**config.mk**
```make
export PLATFORM = sky130hd
export DESIGN_NAME = nlf_config_loader
export DESIGN_NICKNAME = d
export VERILOG_FILES = /design/src/logic/nlf_pkg.sv /design/src/logic/nlf_config_loader.sv
export VERILOG_INCLUDE_DIRS = /design/src /design/src/logic
export SDC_FILE = /design/constraint.sdc
export NUM_CORES = 1
export LEC_CHECK = 0
export ABC_AREA = 1
export BUFFER_PORTS_ARGS = -buffer_cell sky130_fd_sc_hd__buf_4
export CORE_MARGIN = 3
export CORE_UTILIZATION = 30
export CTS_CLUSTER_SIZE = 28
export DETAILED_ROUTE_END_ITERATION = 10
export PLACE_DENSITY_LB_ADDON = 0.12
export SLEW_MARGIN = 20
export SYNTH_ARGS = -nofsm -noshare
export SYNTH_HDL_FRONTEND = slang
export SYNTH_SLANG_ARGS = --single-unit
```
**constraint.sdc**
```tcl
create_clock -name clk_sys -period 2.2 [get_ports clk_sys]
set_clock_uncertainty 0.15 [all_clocks]
set_input_delay 0.22 -clock clk_sys [delete_from_list [all_inputs] [get_ports clk_sys]]
set_output_delay 0.22 -clock clk_sys [all_outputs]
set_load 0.05 [all_outputs]
```
**src/logic/nlf_defs.svh**
```systemverilog
// Purpose: constants of the NVM configuration loader
// Assumes: word offsets are NVM word addresses
// Notes: included by bare name
`ifndef NLF_DEFS_SVH
`define NLF_DEFS_SVH
// word offsets, also the register port offsets
`define NLF_W_RSVD_A   8'h1D
`define NLF_W_REV      8'h1E
`define NLF_W_LED      8'h1F
`define NLF_W_FLASH    8'h20
`define NLF_W_BOOT     8'h21
`define NLF_W_STATUS   8'h30
`define NLF_NWORDS     5
// hardware defaults of the five words
`define NLF_RST_RSVD_A 16'h0100
`define NLF_RST_REV    16'h4300
`define NLF_RST_LED    16'h0706
`define NLF_RST_FLASH  16'h6000
`define NLF_RST_BOOT   16'h0000
// indicator word fields, per indicator byte
`define NLF_LINK_LSB   0
`define NLF_SPEED_LSB  8
`define NLF_MODE_LSB   0
`define NLF_RATE_BIT   5
`define NLF_POL_BIT    6
`define NLF_BLINK_BIT  7
// flash parameter word fields
`define NLF_ERASE_LSB  8
`define NLF_TYPE_BIT   5
`define NLF_LONG_BIT   4
// boot window word fields
`define NLF_FWDIS_BIT  15
`define NLF_SIZE_LSB   12
`define NLF_LOC_LSB    8
`define NLF_ROMDIS_BIT 7
// status register fields
`define NLF_ST_DONE    0
`define NLF_ST_IMAGE   1
// sizes
`define NLF_NO_ERASE   8'h00
`define NLF_BURST_MAX  9'h100
`define NLF_SINGLE_MAX 9'h001
`define NLF_WIN_UNIT   19'h00800
`define NLF_LOC_UNIT   17'h01000
// timing
`define NLF_CLK_HZ     20000000
`define NLF_SLOW_MS    200
`define NLF_FAST_MS    83
`define NLF_SLOW_CYC   (`NLF_SLOW_MS * (`NLF_CLK_HZ / 1000))
`define NLF_FAST_CYC   (`NLF_FAST_MS * (`NLF_CLK_HZ / 1000))
`endif

```
**src/logic/nlf_pkg.sv**
```systemverilog
// Purpose: types of the NVM configuration loader
// Assumes: constants live in nlf_defs.svh
// Notes: none
`default_nettype none
package nlf_pkg;
  // one indicator's settings
  typedef struct packed {
    logic [3:0] mode;
    logic       fast;
    logic       pol;
    logic       blink_en;
  } nlf_led_cfg_s;
  // settings handed to the flash controller
  typedef struct packed {
    logic [7:0] chip_erase_opcode;
    logic       erase_supported;
    logic       byte_write_flash_type_n;
    logic       long_write_cycle;
    logic [8:0] max_write_bytes;
  } nlf_flash_cfg_s;
  // loader sequence
  typedef enum logic [1:0] {
    NLF_ST_START = 2'b00,
    NLF_ST_REQ   = 2'b01,
    NLF_ST_WAIT  = 2'b10,
    NLF_ST_DONE  = 2'b11
  } nlf_state_e;
endpackage : nlf_pkg
`default_nettype wire

```
**src/logic/nlf_config_loader.sv**
```systemverilog
// Purpose: loads and applies indicator and flash configuration words
// Assumes: nvm read port answers with nvm_valid some cycles after nvm_rd
// Notes: software may rewrite the indicator, flash and boot words once loading is done
`include "nlf_defs.svh"
`timescale 1ns/1ps
`default_nettype none
////////////////////////////////////////////////////////////////////////////
// Summary of operation
// - link indicator mode comes from bits 3:0 of the indicator word, default 0x6, code 0010b shows link up.
// - speed indicator mode comes from bits 11:8 of the indicator word, default 0x7, code 0110b shows 100 Mb/s.
// - blink rate bits 5 and 13 select 200 ms on/off when 0 and 83 ms on/off when 1.
// - polarity bits 6 and 14 set to 0 (the default) make the indicator output active low.
// - blink enable bits 7 and 15 at 0 (the default) keep the indicator steady.
// - bits 15:8 of the flash parameter word are the whole-device erase opcode, default 0x60.
// - an erase opcode of 0x00 means no whole-device erase is ever issued.
// - flash type bit 5 at 0 limits writes to one byte and requests clearing write protection at power-up.
// - flash type bit 5 at 1 allows burst writes up to 256 bytes and skips clearing write protection.
// - long cycle bit 4 at 1 marks flash writes as very long cycles, at 0 as normal cycles.
// - bit 15 of the boot window word at 1 disables the flash window seen by the host.
// - boot window size is 2 KB shifted left by the 3-bit field in bits 14:12.
// - boot image word address is 4 KB times the sum of bits 11:8 and the end offset term.
// - bit 7 of the boot window word at 1 disables the boot ROM window, the image sets it to 1.
module nlf_config_loader
  import nlf_pkg::*;
#(
  parameter int unsigned CNT_W     = 22,
  parameter int unsigned SLOW_CYC  = `NLF_SLOW_CYC,
  parameter int unsigned FAST_CYC  = `NLF_FAST_CYC
)(
  // clock and reset
  input  wire logic           clk_sys,
  input  wire logic           nrst,
  // nvm read port
  input  wire logic           nvm_image_ok,
  output logic                nvm_rd,
  output logic [7:0]          nvm_addr,
  input  wire logic           nvm_valid,
  input  wire logic [15:0]    nvm_data,
  // register port
  input  wire logic [7:0]     reg_addr,
  input  wire logic [15:0]    reg_wdata,
  input  wire logic           reg_wr,
  input  wire logic           reg_rd,
  output logic [15:0]         reg_rdata,
  // indicator events, one bit per mode code
  input  wire logic [15:0]    led_event,
  output logic                link_led,
  output logic                speed_led,
  // flash controller side
  output nlf_flash_cfg_s      flash_cfg,
  input  wire logic           erase_req,
  output logic                erase_cmd,
  output logic                erase_refused,
  output logic                clear_wp_req,
  // boot window side
  input  wire logic [3:0]     boot_end_offset,
  output logic                flash_window_en,
  output logic                boot_rom_window_en,
  output logic [18:0]         boot_window_bytes,
  output logic [16:0]         boot_image_addr,
  output logic                cfg_done
);

  ////////////////////////////////////////////////////////////////////////////
  // helpers

  // index of a word offset inside the array, or NWORDS when unmapped
  function automatic logic [2:0] word_idx(input logic [7:0] a);
    logic [2:0] r;
    r = 3'(`NLF_NWORDS);
    if (a >= `NLF_W_RSVD_A && a <= `NLF_W_BOOT)
    begin
      r = 3'(a - `NLF_W_RSVD_A);
    end
    return r;
  endfunction : word_idx

  // unpack one indicator byte
  function automatic nlf_led_cfg_s led_cfg(input logic [7:0] b);
    nlf_led_cfg_s c;
    c.mode     = b[`NLF_MODE_LSB +: 4];
    c.fast     = b[`NLF_RATE_BIT];
    c.pol      = b[`NLF_POL_BIT];
    c.blink_en = b[`NLF_BLINK_BIT];
    return c;
  endfunction : led_cfg

  ////////////////////////////////////////////////////////////////////////////
  // loader and register file state

  logic [15:0]  word_reg  [`NLF_NWORDS];
  logic [15:0]  word_next [`NLF_NWORDS];
  nlf_state_e   state_reg;
  nlf_state_e   state_next;
  logic [2:0]   idx_reg;
  logic [2:0]   idx_next;
  logic         image_reg;
  logic         image_next;
  logic         wp_reg;
  logic         wp_next;
  logic [15:0]  rdata_reg;
  logic [15:0]  rdata_next;
  logic [2:0]   reg_idx;

  assign reg_idx = word_idx(reg_addr);

  // loader steps through the words; software writes only after it ends
  always_comb
  begin
    state_next = state_reg;
    idx_next   = idx_reg;
    image_next = image_reg;
    wp_next    = 1'b0;
    rdata_next = 16'h0000;
    for (int i = 0; i < `NLF_NWORDS; i++)
    begin
      word_next[i] = word_reg[i];
    end
    unique case (state_reg)
      NLF_ST_START:
      begin
        if (nvm_image_ok)
        begin
          image_next = 1'b1;
          state_next = NLF_ST_REQ;
        end
        else
        begin
          state_next = NLF_ST_DONE;
          wp_next    = ~word_reg[3][`NLF_TYPE_BIT];
        end
      end
      NLF_ST_REQ:
      begin
        state_next = NLF_ST_WAIT;
      end
      NLF_ST_WAIT:
      begin
        if (nvm_valid)
        begin
          word_next[idx_reg] = nvm_data;
          if (idx_reg == 3'(`NLF_NWORDS - 1))
          begin
            state_next = NLF_ST_DONE;
            // type bit sits in the flash word, already stored by now
            wp_next    = ~word_reg[3][`NLF_TYPE_BIT];
          end
          else
          begin
            idx_next   = idx_reg + 3'h1;
            state_next = NLF_ST_REQ;
          end
        end
      end
      NLF_ST_DONE:
      begin
        if (reg_wr && reg_idx >= 3'h2 && reg_idx != 3'(`NLF_NWORDS))
        begin
          word_next[reg_idx] = reg_wdata;
        end
      end
    endcase
    // read data shown only in the cycle after the strobe
    if (reg_rd)
    begin
      if (reg_addr == `NLF_W_STATUS)
      begin
        rdata_next[`NLF_ST_DONE]  = (state_reg == NLF_ST_DONE);
        rdata_next[`NLF_ST_IMAGE] = image_reg;
      end
      else if (reg_idx != 3'(`NLF_NWORDS))
      begin
        rdata_next = word_reg[reg_idx];
      end
    end
  end

  // register the loader state
  always_ff @(posedge clk_sys)
  begin
    if (!nrst)
    begin
      state_reg   <= NLF_ST_START;
      idx_reg     <= 3'h0;
      image_reg   <= 1'b0;
      wp_reg      <= 1'b0;
      rdata_reg   <= 16'h0000;
      word_reg[0] <= `NLF_RST_RSVD_A;
      word_reg[1] <= `NLF_RST_REV;
      word_reg[2] <= `NLF_RST_LED;
      word_reg[3] <= `NLF_RST_FLASH;
      word_reg[4] <= `NLF_RST_BOOT;
    end
    else
    begin
      state_reg <= state_next;
      idx_reg   <= idx_next;
      image_reg <= image_next;
      wp_reg    <= wp_next;
      rdata_reg <= rdata_next;
      for (int i = 0; i < `NLF_NWORDS; i++)
      begin
        word_reg[i] <= word_next[i];
      end
    end
  end

  assign nvm_rd       = (state_reg == NLF_ST_REQ);
  assign nvm_addr     = `NLF_W_RSVD_A + 8'(idx_reg);
  assign reg_rdata    = rdata_reg;
  assign clear_wp_req = wp_reg;
  assign cfg_done     = (state_reg == NLF_ST_DONE);

  ////////////////////////////////////////////////////////////////////////////
  // flash and boot window settings

  logic [7:0] opcode;
  assign opcode = word_reg[3][`NLF_ERASE_LSB +: 8];

  // decoded straight from the stored words
  always_comb
  begin
    flash_cfg.chip_erase_opcode       = opcode;
    flash_cfg.erase_supported         = (opcode != `NLF_NO_ERASE);
    flash_cfg.byte_write_flash_type_n = word_reg[3][`NLF_TYPE_BIT];
    flash_cfg.long_write_cycle        = word_reg[3][`NLF_LONG_BIT];
    flash_cfg.max_write_bytes         = word_reg[3][`NLF_TYPE_BIT] ?
                                        `NLF_BURST_MAX : `NLF_SINGLE_MAX;
  end

  assign flash_window_en    = ~word_reg[4][`NLF_FWDIS_BIT];
  assign boot_rom_window_en = ~word_reg[4][`NLF_ROMDIS_BIT];
  assign boot_window_bytes  = `NLF_WIN_UNIT << word_reg[4][`NLF_SIZE_LSB +: 3];
  assign boot_image_addr    = 17'(`NLF_LOC_UNIT *
                              (17'(word_reg[4][`NLF_LOC_LSB +: 4]) + 17'(boot_end_offset)));

  ////////////////////////////////////////////////////////////////////////////
  // erase command gate

  logic erase_reg;
  logic erase_next;
  logic refuse_reg;
  logic refuse_next;

  // a zero opcode turns every request into a refusal; none before loading ends
  always_comb
  begin
    erase_next  = 1'b0;
    refuse_next = 1'b0;
    if (erase_req && cfg_done)
    begin
      erase_next  = flash_cfg.erase_supported;
      refuse_next = ~flash_cfg.erase_supported;
    end
  end

  // register the erase pulses
  always_ff @(posedge clk_sys)
  begin
    if (!nrst)
    begin
      erase_reg  <= 1'b0;
      refuse_reg <= 1'b0;
    end
    else
    begin
      erase_reg  <= erase_next;
      refuse_reg <= refuse_next;
    end
  end

  assign erase_cmd     = erase_reg;
  assign erase_refused = refuse_reg;

  ////////////////////////////////////////////////////////////////////////////
  // indicator outputs

  nlf_led_cfg_s  led_c [2];
  logic [CNT_W-1:0] cnt_reg  [2];
  logic [CNT_W-1:0] cnt_next [2];
  logic [1:0]    phase_reg;
  logic [1:0]    phase_next;
  logic [1:0]    led_reg;
  logic [1:0]    led_next;

  assign led_c[0] = led_cfg(word_reg[2][`NLF_LINK_LSB +: 8]);
  assign led_c[1] = led_cfg(word_reg[2][`NLF_SPEED_LSB +: 8]);

  // separate timers so each indicator keeps its own rate
  always_comb
  begin
    logic on;
    logic [CNT_W-1:0] lim;
    on  = 1'b0;
    lim = '0;
    for (int i = 0; i < 2; i++)
    begin
      lim = led_c[i].fast ? CNT_W'(FAST_CYC - 1) : CNT_W'(SLOW_CYC - 1);
      cnt_next[i]   = cnt_reg[i] + 1'b1;
      phase_next[i] = phase_reg[i];
      if (cnt_reg[i] >= lim)
      begin
        cnt_next[i]   = '0;
        phase_next[i] = ~phase_reg[i];
      end
      on = led_event[led_c[i].mode];
      if (led_c[i].blink_en)
      begin
        on = on & phase_reg[i];
      end
      led_next[i] = led_c[i].pol ? on : ~on;
    end
  end

  // register the indicator timers and pins
  always_ff @(posedge clk_sys)
  begin
    if (!nrst)
    begin
      cnt_reg[0] <= '0;
      cnt_reg[1] <= '0;
      phase_reg  <= 2'h0;
      led_reg    <= 2'h3;
    end
    else
    begin
      cnt_reg[0] <= cnt_next[0];
      cnt_reg[1] <= cnt_next[1];
      phase_reg  <= phase_next;
      led_reg    <= led_next;
    end
  end

  assign link_led  = led_reg[0];
  assign speed_led = led_reg[1];

endmodule : nlf_config_loader
`default_nettype wire

```
==> out/results.tsv, run 1 <==
metric	value	unit
cts.sinks	153	
grtUsageMet2	0.299	
sw_frac_of_total	0.337	
r2r_slack	170	ps
cts_buffer_depth	2	
top_usage_layer	met2	
num_vias	9176	
antenna_cells	0	
final_cell_mix	nand2_1, nor2_1, buf_4	
hpwlAfterDp	23900	µm
switchingPower	2.86	mW
slowest_delay	370	ps
path_buf_inv	2	
largest_reg_flops	80	
worstMarginPinSlew	567	ps
routedWlPerCell	15.7	µm
grt_pass1_wl	48600	µm
p_int	5.64	mW
p_clk_frac	0.376	
synthToLayoutAreaGrowth	28.2	%
die_area	32600	µm²
fill_cells	3215	
mostFrequentLayoutCell	nand2_1	
die_x	180	µm
comb_power_share	0.261	
root_buffer	clkbuf_16	
startpoint_type	flip-flop	
required	1830	ps
pre_cts_slack	-127	ps
avgSynthCellArea	6.54	µm²
design_area	11700	µm²
grt_util_met3	0.0305	
nets	1673	
layout_min_cycle_time	2120	ps
max_cap_viol_count	0	
fmax	473	MHz
drt_wl_total	31000	µm
gp_congestion	0.871	
place_area	10900	µm²
crit_arrival	1750	ps
coreArea	29800	µm²
grt_usage	0.187	
yosys.cell_types.count	44	
insertion_delay	420	ps
grt_use_met1	0.260	
initial_core_util	0.307	
p_leak	5.69	nW
multi_input_area	4980	µm²
status	completed	
route.detailed.drc	0	
synth_seq_area_share	0.335	
grt_pass1_vias	8561	
drt_pass1_iterations	5	
seq_area	3060	µm²
hp-start	nvm_data[3]	
final_util	0.393	
cts_tree	yes	
htree_levels	4	
vias_per_cell	4.65	
peakVddDrop	0.545	mV
synth_warnings	0	
worst-setup-path-type	flip-flop to output pin	
ys_seq_elements	153	
r2r-start	state_reg[0]$_SDFFE_PN0P_	
relSlewSlack	0.622	
power_density	726	nW/µm²
io_pins	156	
gr-total-overflow	0	
ant_nets	0	
crit_family	adder cells	
hold_class	input port to flip-flop	
antenna_found_initial	0	
setup_viol	0	
rsz0062_at_grt	false	
seqPwrFrac	0.363	
post-route-period-util	0.961	
hold_viol_final	0	
worst-path-max-fanout	2	
rows	63	
endpoint_kind	output pin	
drive_gt1_frac	0.184	
die_y	180	µm
slew_violations	0	
postSynthCellCount	1396	
crit_start	word_reg[4][8]$_SDFFE_PN0P_	
cts.reportedPaths.clkPinSlew	70	ps
port_buffers	123	
drtIter0Drc	575	
synthesis.area	9130	µm²
fin_ws	84.7	ps
path_cells	ha_1 -> inv_1 -> fa_2 -> o21ai_1 -> buf_4	
cts_buffers	17	
grt_max_degree	48	
crit_slowest_cell	fa_2	
-- synthesized netlist by cell type, drive strengths merged --
| library cell | instances | area share |
|---|---|---|
| nand3 | 52 | 0.034 |
| a211oi | 1 | 0.00082 |
| conb | 1 | 0.00041 |
| dfxtp | 153 | 0.34 |
| xor2 | 16 | 0.015 |
| fa | 1 | 0.0022 |
| a31oi | 1 | 0.00069 |
| nand3b | 3 | 0.0025 |
| o21a | 1 | 0.00082 |
| and3 | 1 | 0.00069 |
| nor3 | 29 | 0.016 |
| nand4 | 44 | 0.030 |
| nor4 | 4 | 0.0034 |
| a21oi | 35 | 0.020 |
| o21bai | 2 | 0.0016 |
| a41oi | 1 | 0.00096 |
| o221ai | 2 | 0.0019 |
| inv | 177 | 0.073 |
| nor2 | 249 | 0.10 |
| or2 | 6 | 0.0041 |
| nand2 | 326 | 0.14 |
| buf | 71 | 0.052 |
| o211ai | 23 | 0.019 |
| nor3b | 11 | 0.0090 |
| o21ai | 47 | 0.026 |
| xnor2 | 4 | 0.0038 |
| o22ai | 67 | 0.046 |
| ha | 35 | 0.048 |
| clkbuf | 31 | 0.013 |
| clkinv | 2 | 0.00082 |
-- kinds of logic after synthesis --
family,after synthesis,synth area share
AOI/OAI and AO/OA,180,0.117
adders and majority gates,36,0.0501
buffers and inverters,281,0.139
DFF,153,0.335
xor gates and xnor gates,20,0.0192
and+or+nand+nor,725,0.339
other,1,0.000411
-- worst paths after layout --
check,endpoint,cells after the start
min reg2reg,cnt_reg[0][22]$_SDFF_PP0_,1
max,boot_image_addr[16],5
min,word_reg[4][3]$_SDFFE_PN0P_,5
max reg2reg,word_reg[0][15]$_SDFFE_PN0P_,8
-- metrics by stage --
step | cells | hold slack [ps] | power (mW) | TNS [ps]
after global routing | 1973 | 40.2 | 8.93 | 0
after floorplan | 1427 | 213 | 4.58 | 0
after detailed placement | 1931 | 292 | 5.31 | -3550
after CTS | 1968 | 2.12 | 8.55 | 0
final | 1973 | 11.8 | 8.50 | 0
after global placement | 1931 | 284 | 5.30 | -1380
-- power groups by stage --
| stage | registers [mW] | clock network, mW | logic [mW] |
|---|---|---|---|
| 2_1_floorplan | 3.14 | 0 | 1.44 |
| 3_3_place_gp | 3.15 | 0 | 2.16 |
| 3_5_place_dp | 3.14 | 0 | 2.17 |
| 4_1_cts | 3.08 | 3.29 | 2.19 |
| 5_1_grt | 3.10 | 3.39 | 2.43 |
| 6_report | 3.09 | 3.19 | 2.22 |
-- layer usage --
metal	vias up	wire, µm
met5	-	0
li1	4768	-
met2	251	14000
met4	0	665
met3	36	1490
met1	4121	14900
-- area by class of cell --
type,instances,share of cell area
Inverter,179,0.0574
Timing Repair Buffer,226,0.159
Sequential cell,153,0.262
Clock buffer,19,0.0378
Clock inverter,13,0.0165
Multi-Input combinational cell,993,0.426
Tap cell,390,0.0417
-- worst reg2reg max path, delay by kind of cell (launching register included) --
family,cells,cell delay [ps]
and+or+nand+nor,4,520
DFF,1,460
adders and majority gates,1,290
buffers and inverters,3,500
-- timing repair --
item / 4_1_cts / 5_1_grt
setup endpoints to repair: 2 / 28
endpoints found under the hold margin: 7 / 0
gates resized for setup: 1 / 12
pin swaps: 0 / 2
setup buffers: 0 / 5
hold buffers: 5 / 0
Power figures use the tool's default switching activity.
==> run 2, diff against run 1 <==
- CTS_CLUSTER_DIAMETER: default -> 80
- HOLD_SLACK_MARGIN: default -> 0.02
==> run 2 against run 1 <==
Compared with the run above: sequential share of layout area is 0.11 points lower; maximum frequency is 0.17% higher; register-to-register slack hardly changed; critical path depth stayed put; routed wire length is 0.27% higher.
==> out/results.tsv, run 2 (same netlist as run 1, synthesis figures left out) <==
metric	value	unit	change
status	completed		
slowest_delay	370	ps	about the same
worst-setup-path-type	flip-flop to output pin		
synthToLayoutAreaGrowth	28.7	%	
insertion_delay	420	ps	about the same
antenna_cells	0		unchanged
die_area	32600	µm²	unchanged
design_area	11800	µm²	+0.43%
hold_viol_final	0		unchanged
crit_slowest_cell	fa_2		
seqPwrFrac	0.363		about the same
grt_pass1_vias	8581		+0.23%
p_clk_frac	0.375		about the same
routedWlPerCell	15.7	µm	about the same
gr-total-overflow	0		unchanged
startpoint_type	flip-flop		
antenna_found_initial	0		unchanged
vias_per_cell	4.67		+0.42%
drtIter0Drc	631		+9.7%
die_y	180	µm	unchanged
rows	63		unchanged
hold_class	input port to flip-flop		
cts_buffers	17		unchanged
nets	1678		+0.30%
path_cells	ha_1 -> inv_1 -> fa_2 -> o21ai_1 -> buf_4		
grt_usage	0.187		about the same
worst-path-max-fanout	2		unchanged
num_vias	9238		+0.68%
grt_pass1_wl	48600	µm	+0.11%
gp_congestion	0.871		unchanged
peakVddDrop	0.542	mV	-0.54%
drive_gt1_frac	0.184		-0.000581
crit_arrival	1740	ps	about the same
initial_core_util	0.307		unchanged
power_density	724	nW/µm²	-0.30%
drt_pass1_iterations	6		+1
power.total	8.51	mW	+0.12%
p_leak	5.71	nW	+0.37%
largest_reg_flops	80		unchanged
rsz0062_at_grt	false		
comb_power_share	0.262		about the same
slew_violations	0		unchanged
fmax	474	MHz	+0.17%
die_x	180	µm	unchanged
endpoint_kind	output pin		
p_int	5.64	mW	+0.11%
drt_wl_total	31100	µm	+0.27%
placed_cells	1931		unchanged
root_buffer	clkbuf_16		
setup_viol	0		unchanged
io_pins	156		unchanged
max_cap_viol_count	0		unchanged
port_buffers	123		unchanged
place_area	10900	µm²	unchanged
required	1830	ps	about the same
sw_frac_of_total	0.337		about the same
ant_nets	0		unchanged
cts.sinks	153		unchanged
worstMarginPinSlew	586	ps	+18.9 ps
coreArea	29800	µm²	unchanged
post-route-period-util	0.960		-0.00167
cts_buffer_depth	2		unchanged
cts_tree	yes		
cts.reportedPaths.clkPinSlew	70	ps	about the same
final_cell_mix	nand2_1, nor2_1, buf_4		
route.detailed.drc	0		unchanged
relSlewSlack	0.609		-0.0126
htree_levels	4		unchanged
layout_min_cycle_time	2110	ps	-3.67 ps
mostFrequentLayoutCell	nand2_1		
grt_max_degree	48		unchanged
final_util	0.394		+0.00168
switchingPower	2.87	mW	+0.15%
instances_no_fill	1978		+0.25%
hpwlAfterDp	23900	µm	unchanged
run 2: final cells by class:
| type | instances | area [µm²] |
|---|---|---|
| inverter | 179 | 672 |
| sequential | 153 | 3060 |
| clock buffer | 19 | 443 |
| timing repair buffer | 231 | 1910 |
| tap | 390 | 488 |
| fill | 3214 | 18000 |
| multi-input combinational | 993 | 4980 |
| clock inverter | 13 | 193 |
run 2: power groups by stage:
stage               logic (mW)  registers [mW]  clock network, mW
floorplan                 1.44            3.14                  0
global placement          2.16            3.15                  0
detailed placement        2.17            3.14                  0
CTS                       2.19            3.08               3.29
global route              2.44            3.10               3.39
finish                    2.23            3.09               3.19
run 2: through the flow:
stage / hold WS, ps / TNS [ps] / setup WS, ps
after floorplan: 213 / 0 / 15.0
after global placement: 284 / -1380 / -79.9
after detailed placement: 292 / -3550 / -127
after CTS: 22.1 / 0 / 50.6
after global routing: 71.7 / 0 / 8.93
final: 43.4 / 0 / 88.4
run 2: routing by layer:
metal,GRT usage,share of wire,up-vias
met2,0.299,0.45,276
met1,0.261,0.48,4140
met5,0,0,-
met3,0.0299,0.054,40
li1,-,-,4782
met4,0.0556,0.022,0
run 2: path summary, 6_finish.rpt:
| kind | start | end | slack, ps | cells past startpoint |
|---|---|---|---|---|
| max | word_reg[4][8]$_SDFFE_PN0P_ | boot_image_addr[16] | 90 | 5 |
| min | nvm_data[5] | word_reg[4][5]$_SDFFE_PN0P_ | 40 | 5 |
| max reg2reg | state_reg[0]$_SDFFE_PN0P_ | word_reg[0][15]$_SDFFE_PN0P_ | 160 | 8 |
| min reg2reg | cnt_reg[0][22]$_SDFF_PP0_ | cnt_reg[0][22]$_SDFF_PP0_ | 300 | 1 |
run 2: critical path, delay by kind of cell, from the launching register on:
kind	cells	cell delay [ps]
DFF	1	350
adders and majority gates	2	530
AOI/OAI and AO/OA	1	160
buffers and inverters	2	280
run 2: repair_timing:
action                                  4_1_cts  5_1_grt
endpoints found under the setup margin        2       28
buffers inserted                              0        5
pin swaps                                     0        2
hold buffers                                 10        0
gates resized for setup                       1       12
hold endpoints to repair                     12        0
==> run 3, diff against run 2 <==
- RECOVER_POWER: default -> 25
==> run 3 against run 2 <==
Compared with the run above: combinational power about the same; sequential share of layout area rose by 0.36 points; clock power about the same; maximum frequency grew 0.14%; sequential power about the same; worst hold slack better by 1.5 ps; die area is the same; clock-buffer cell count stayed put; via count fell by 0.11%; register-to-register slack barely moved; final cell count stayed put; critical endpoint unchanged; largest cell class unchanged; largest power group unchanged.
==> out/results.tsv, run 3 (same netlist as run 1, synthesis figures left out) <==
metric	value	unit	change
status	completed		
initial_core_util	0.307		unchanged
cts_buffer_depth	2		unchanged
hold_class	input port to flip-flop		
r2r_end	word_reg[0][15]$_SDFFE_PN0P_		
worst-setup-path-type	flip-flop to output pin		
die_y	180	µm	unchanged
instances_no_fill	1978		unchanged
cts_buffers	17		unchanged
power_density	731	nW/µm²	+0.98%
worstMarginPinSlew	632	ps	+46.0 ps
largest_reg_flops	80		unchanged
worstHoldEndpoint	word_reg[4][5]$_SDFFE_PN0P_		
place_area	10900	µm²	unchanged
drt_wl_total	31100	µm	about the same
comb_power_share	0.260		-0.002
sw_frac_of_total	0.337		about the same
switchingPower	2.86	mW	-0.33%
fmax	474	MHz	+0.14%
peakVddDrop	0.544	mV	+0.39%
relSlewSlack	0.581		-0.0283
r2r_slack	160	ps	about the same
p_int	5.62	mW	-0.41%
gp_congestion	0.871		unchanged
slew_violations	0		unchanged
slowest_delay	370	ps	about the same
gr-total-overflow	0		unchanged
startpoint_type	flip-flop		
io_pins	156		unchanged
p_leak	5.55	nW	-2.8%
ant_nets	0		unchanged
antenna_found_initial	0		unchanged
port_buffers	123		unchanged
mostFrequentLayoutCell	nand2_1		
layout_min_cycle_time	2110	ps	-2.93 ps
setup_viol	0		unchanged
endpoint_kind	output pin		
routedWlPerCell	15.7	µm	about the same
final_cell_mix	nand2_1, nor2_1, inv_1		
rows	63		unchanged
grt_pass1_wl	48600	µm	unchanged
whs	44.9	ps	+1.51 ps
power.total	8.48	mW	-0.38%
fill_cells	3254		+1.2%
design_area	11600	µm²	-1.4%
vias_per_cell	4.67		-0.11%
antenna_cells	0		unchanged
crit_slowest_cell	fa_2		
route.detailed.drc	0		unchanged
die_x	180	µm	unchanged
path_cells	ha_1 -> inv_1 -> fa_2 -> o21ai_1 -> buf_4		
max_cap_viol_count	0		unchanged
drtIter0Drc	606		-4.0%
coreArea	29800	µm²	unchanged
seqPwrFrac	0.364		about the same
insertion_delay	420	ps	about the same
htree_levels	4		unchanged
hpwlAfterDp	23900	µm	unchanged
root_buffer	clkbuf_16		
cts.sinks	153		unchanged
grt_usage	0.187		unchanged
p_clk_frac	0.376		about the same
num_vias	9228		-0.11%
cts.reportedPaths.clkPinSlew	70	ps	about the same
hp-start	nvm_data[5]		
hold_viol_final	0		unchanged
post-route-period-util	0.958		-0.00133
holdPathStages	5		unchanged
grt_max_degree	48		unchanged
placed_cells	1931		unchanged
rsz0062_at_grt	false		
worst-path-max-fanout	2		unchanged
fin_setup_tns	0	ps	unchanged
nets	1678		unchanged
cts_tree	yes		
synthToLayoutAreaGrowth	27.0	%	
reg2reg_depth	8		unchanged
die_area	32600	µm²	unchanged
crit_arrival	1740	ps	about the same
r2r-start	state_reg[0]$_SDFFE_PN0P_		
grt_pass1_vias	8581		unchanged
required	1830	ps	about the same
drive_gt1_frac	0.159		-0.0252
drt_pass1_iterations	5		-1
[run 3: changes by cell type in the layout (fill, tap and decap cells not counted), sizes merged]
cell    before  now
buf        221  178
clkbuf      19   62
[run 3: timing repair]
item,in CTS,in global routing
hold buffers,10,0
gates resized for setup,1,12
pin swaps,0,2
buffers inserted,0,5
hold endpoints to repair,12,0
endpoints found under the setup margin,2,28
[run 3: area by class of cell]
cell class              instances  area [µm²]  share of cell area
flip-flops and latches        153        3060               0.264
clock buffers                  19         443              0.0382
multi-input cells             993        4980               0.430
inverters                     179         672              0.0579
clock inverters                13         193              0.0166
well taps                     390         488              0.0421
repair buffers                231        1750               0.151
[run 3: how the worst max path moves through the flow]
stage	endpoint	slack [ps]	cells past startpoint	startpoint
floorplan	word_reg[1][14]$_SDFFE_PN1P_	10	13	reg_addr[0]
CTS	boot_image_addr[14]	50	5	word_reg[4][8]$_SDFFE_PN0P_
global placement	reg_rdata[15]$_SDFF_PP0_	-80	16	reg_addr[0]
finish	boot_image_addr[16]	90	5	word_reg[4][8]$_SDFFE_PN0P_
detailed placement	reg_rdata[15]$_SDFF_PP0_	-130	15	reg_addr[1]
global route	cnt_reg[0][41]$_SDFF_PP0_	9	9	cnt_reg[0][24]$_SDFF_PP0_
[run 3: power groups by stage]
stage | Clock (mW) | Combinational, mW | Sequential [mW]
3_3_place_gp | 0 | 2.16 | 3.15
3_5_place_dp | 0 | 2.17 | 3.14
2_1_floorplan | 0 | 1.44 | 3.14
4_1_cts | 3.29 | 2.19 | 3.08
6_report | 3.19 | 2.21 | 3.08
5_1_grt | 3.39 | 2.41 | 3.10
[run 3: stage by stage]
stage	setup WS (ps)	utilization
after CTS	50.6	0.392
after floorplan	15.0	-
final	91.3	0.389
after detailed placement	-127	0.367
after global routing	8.93	0.389
after global placement	-79.9	0.367
[run 3: worst max-delay path: cells and delay by family (launching register included)]
| family | cells | cell delay [ps] |
|---|---|---|
| buffers and inverters | 2 | 280 |
| AO/OA/AOI/OAI | 1 | 160 |
| flip-flops | 1 | 340 |
| adder cells (fa/ha/maj) | 2 | 530 |
[run 3: per-layer routing]
| layer | track usage | routed length, µm | share of wire | vias up |
|---|---|---|---|---|
| met1 | 0.261 | 14900 | 0.48 | 4151 |
| met4 | 0.0556 | 728 | 0.023 | 0 |
| met2 | 0.299 | 13900 | 0.45 | 257 |
| li1 | - | - | - | 4775 |
| met3 | 0.0299 | 1580 | 0.051 | 45 |
| met5 | 0 | 0 | 0 | - |
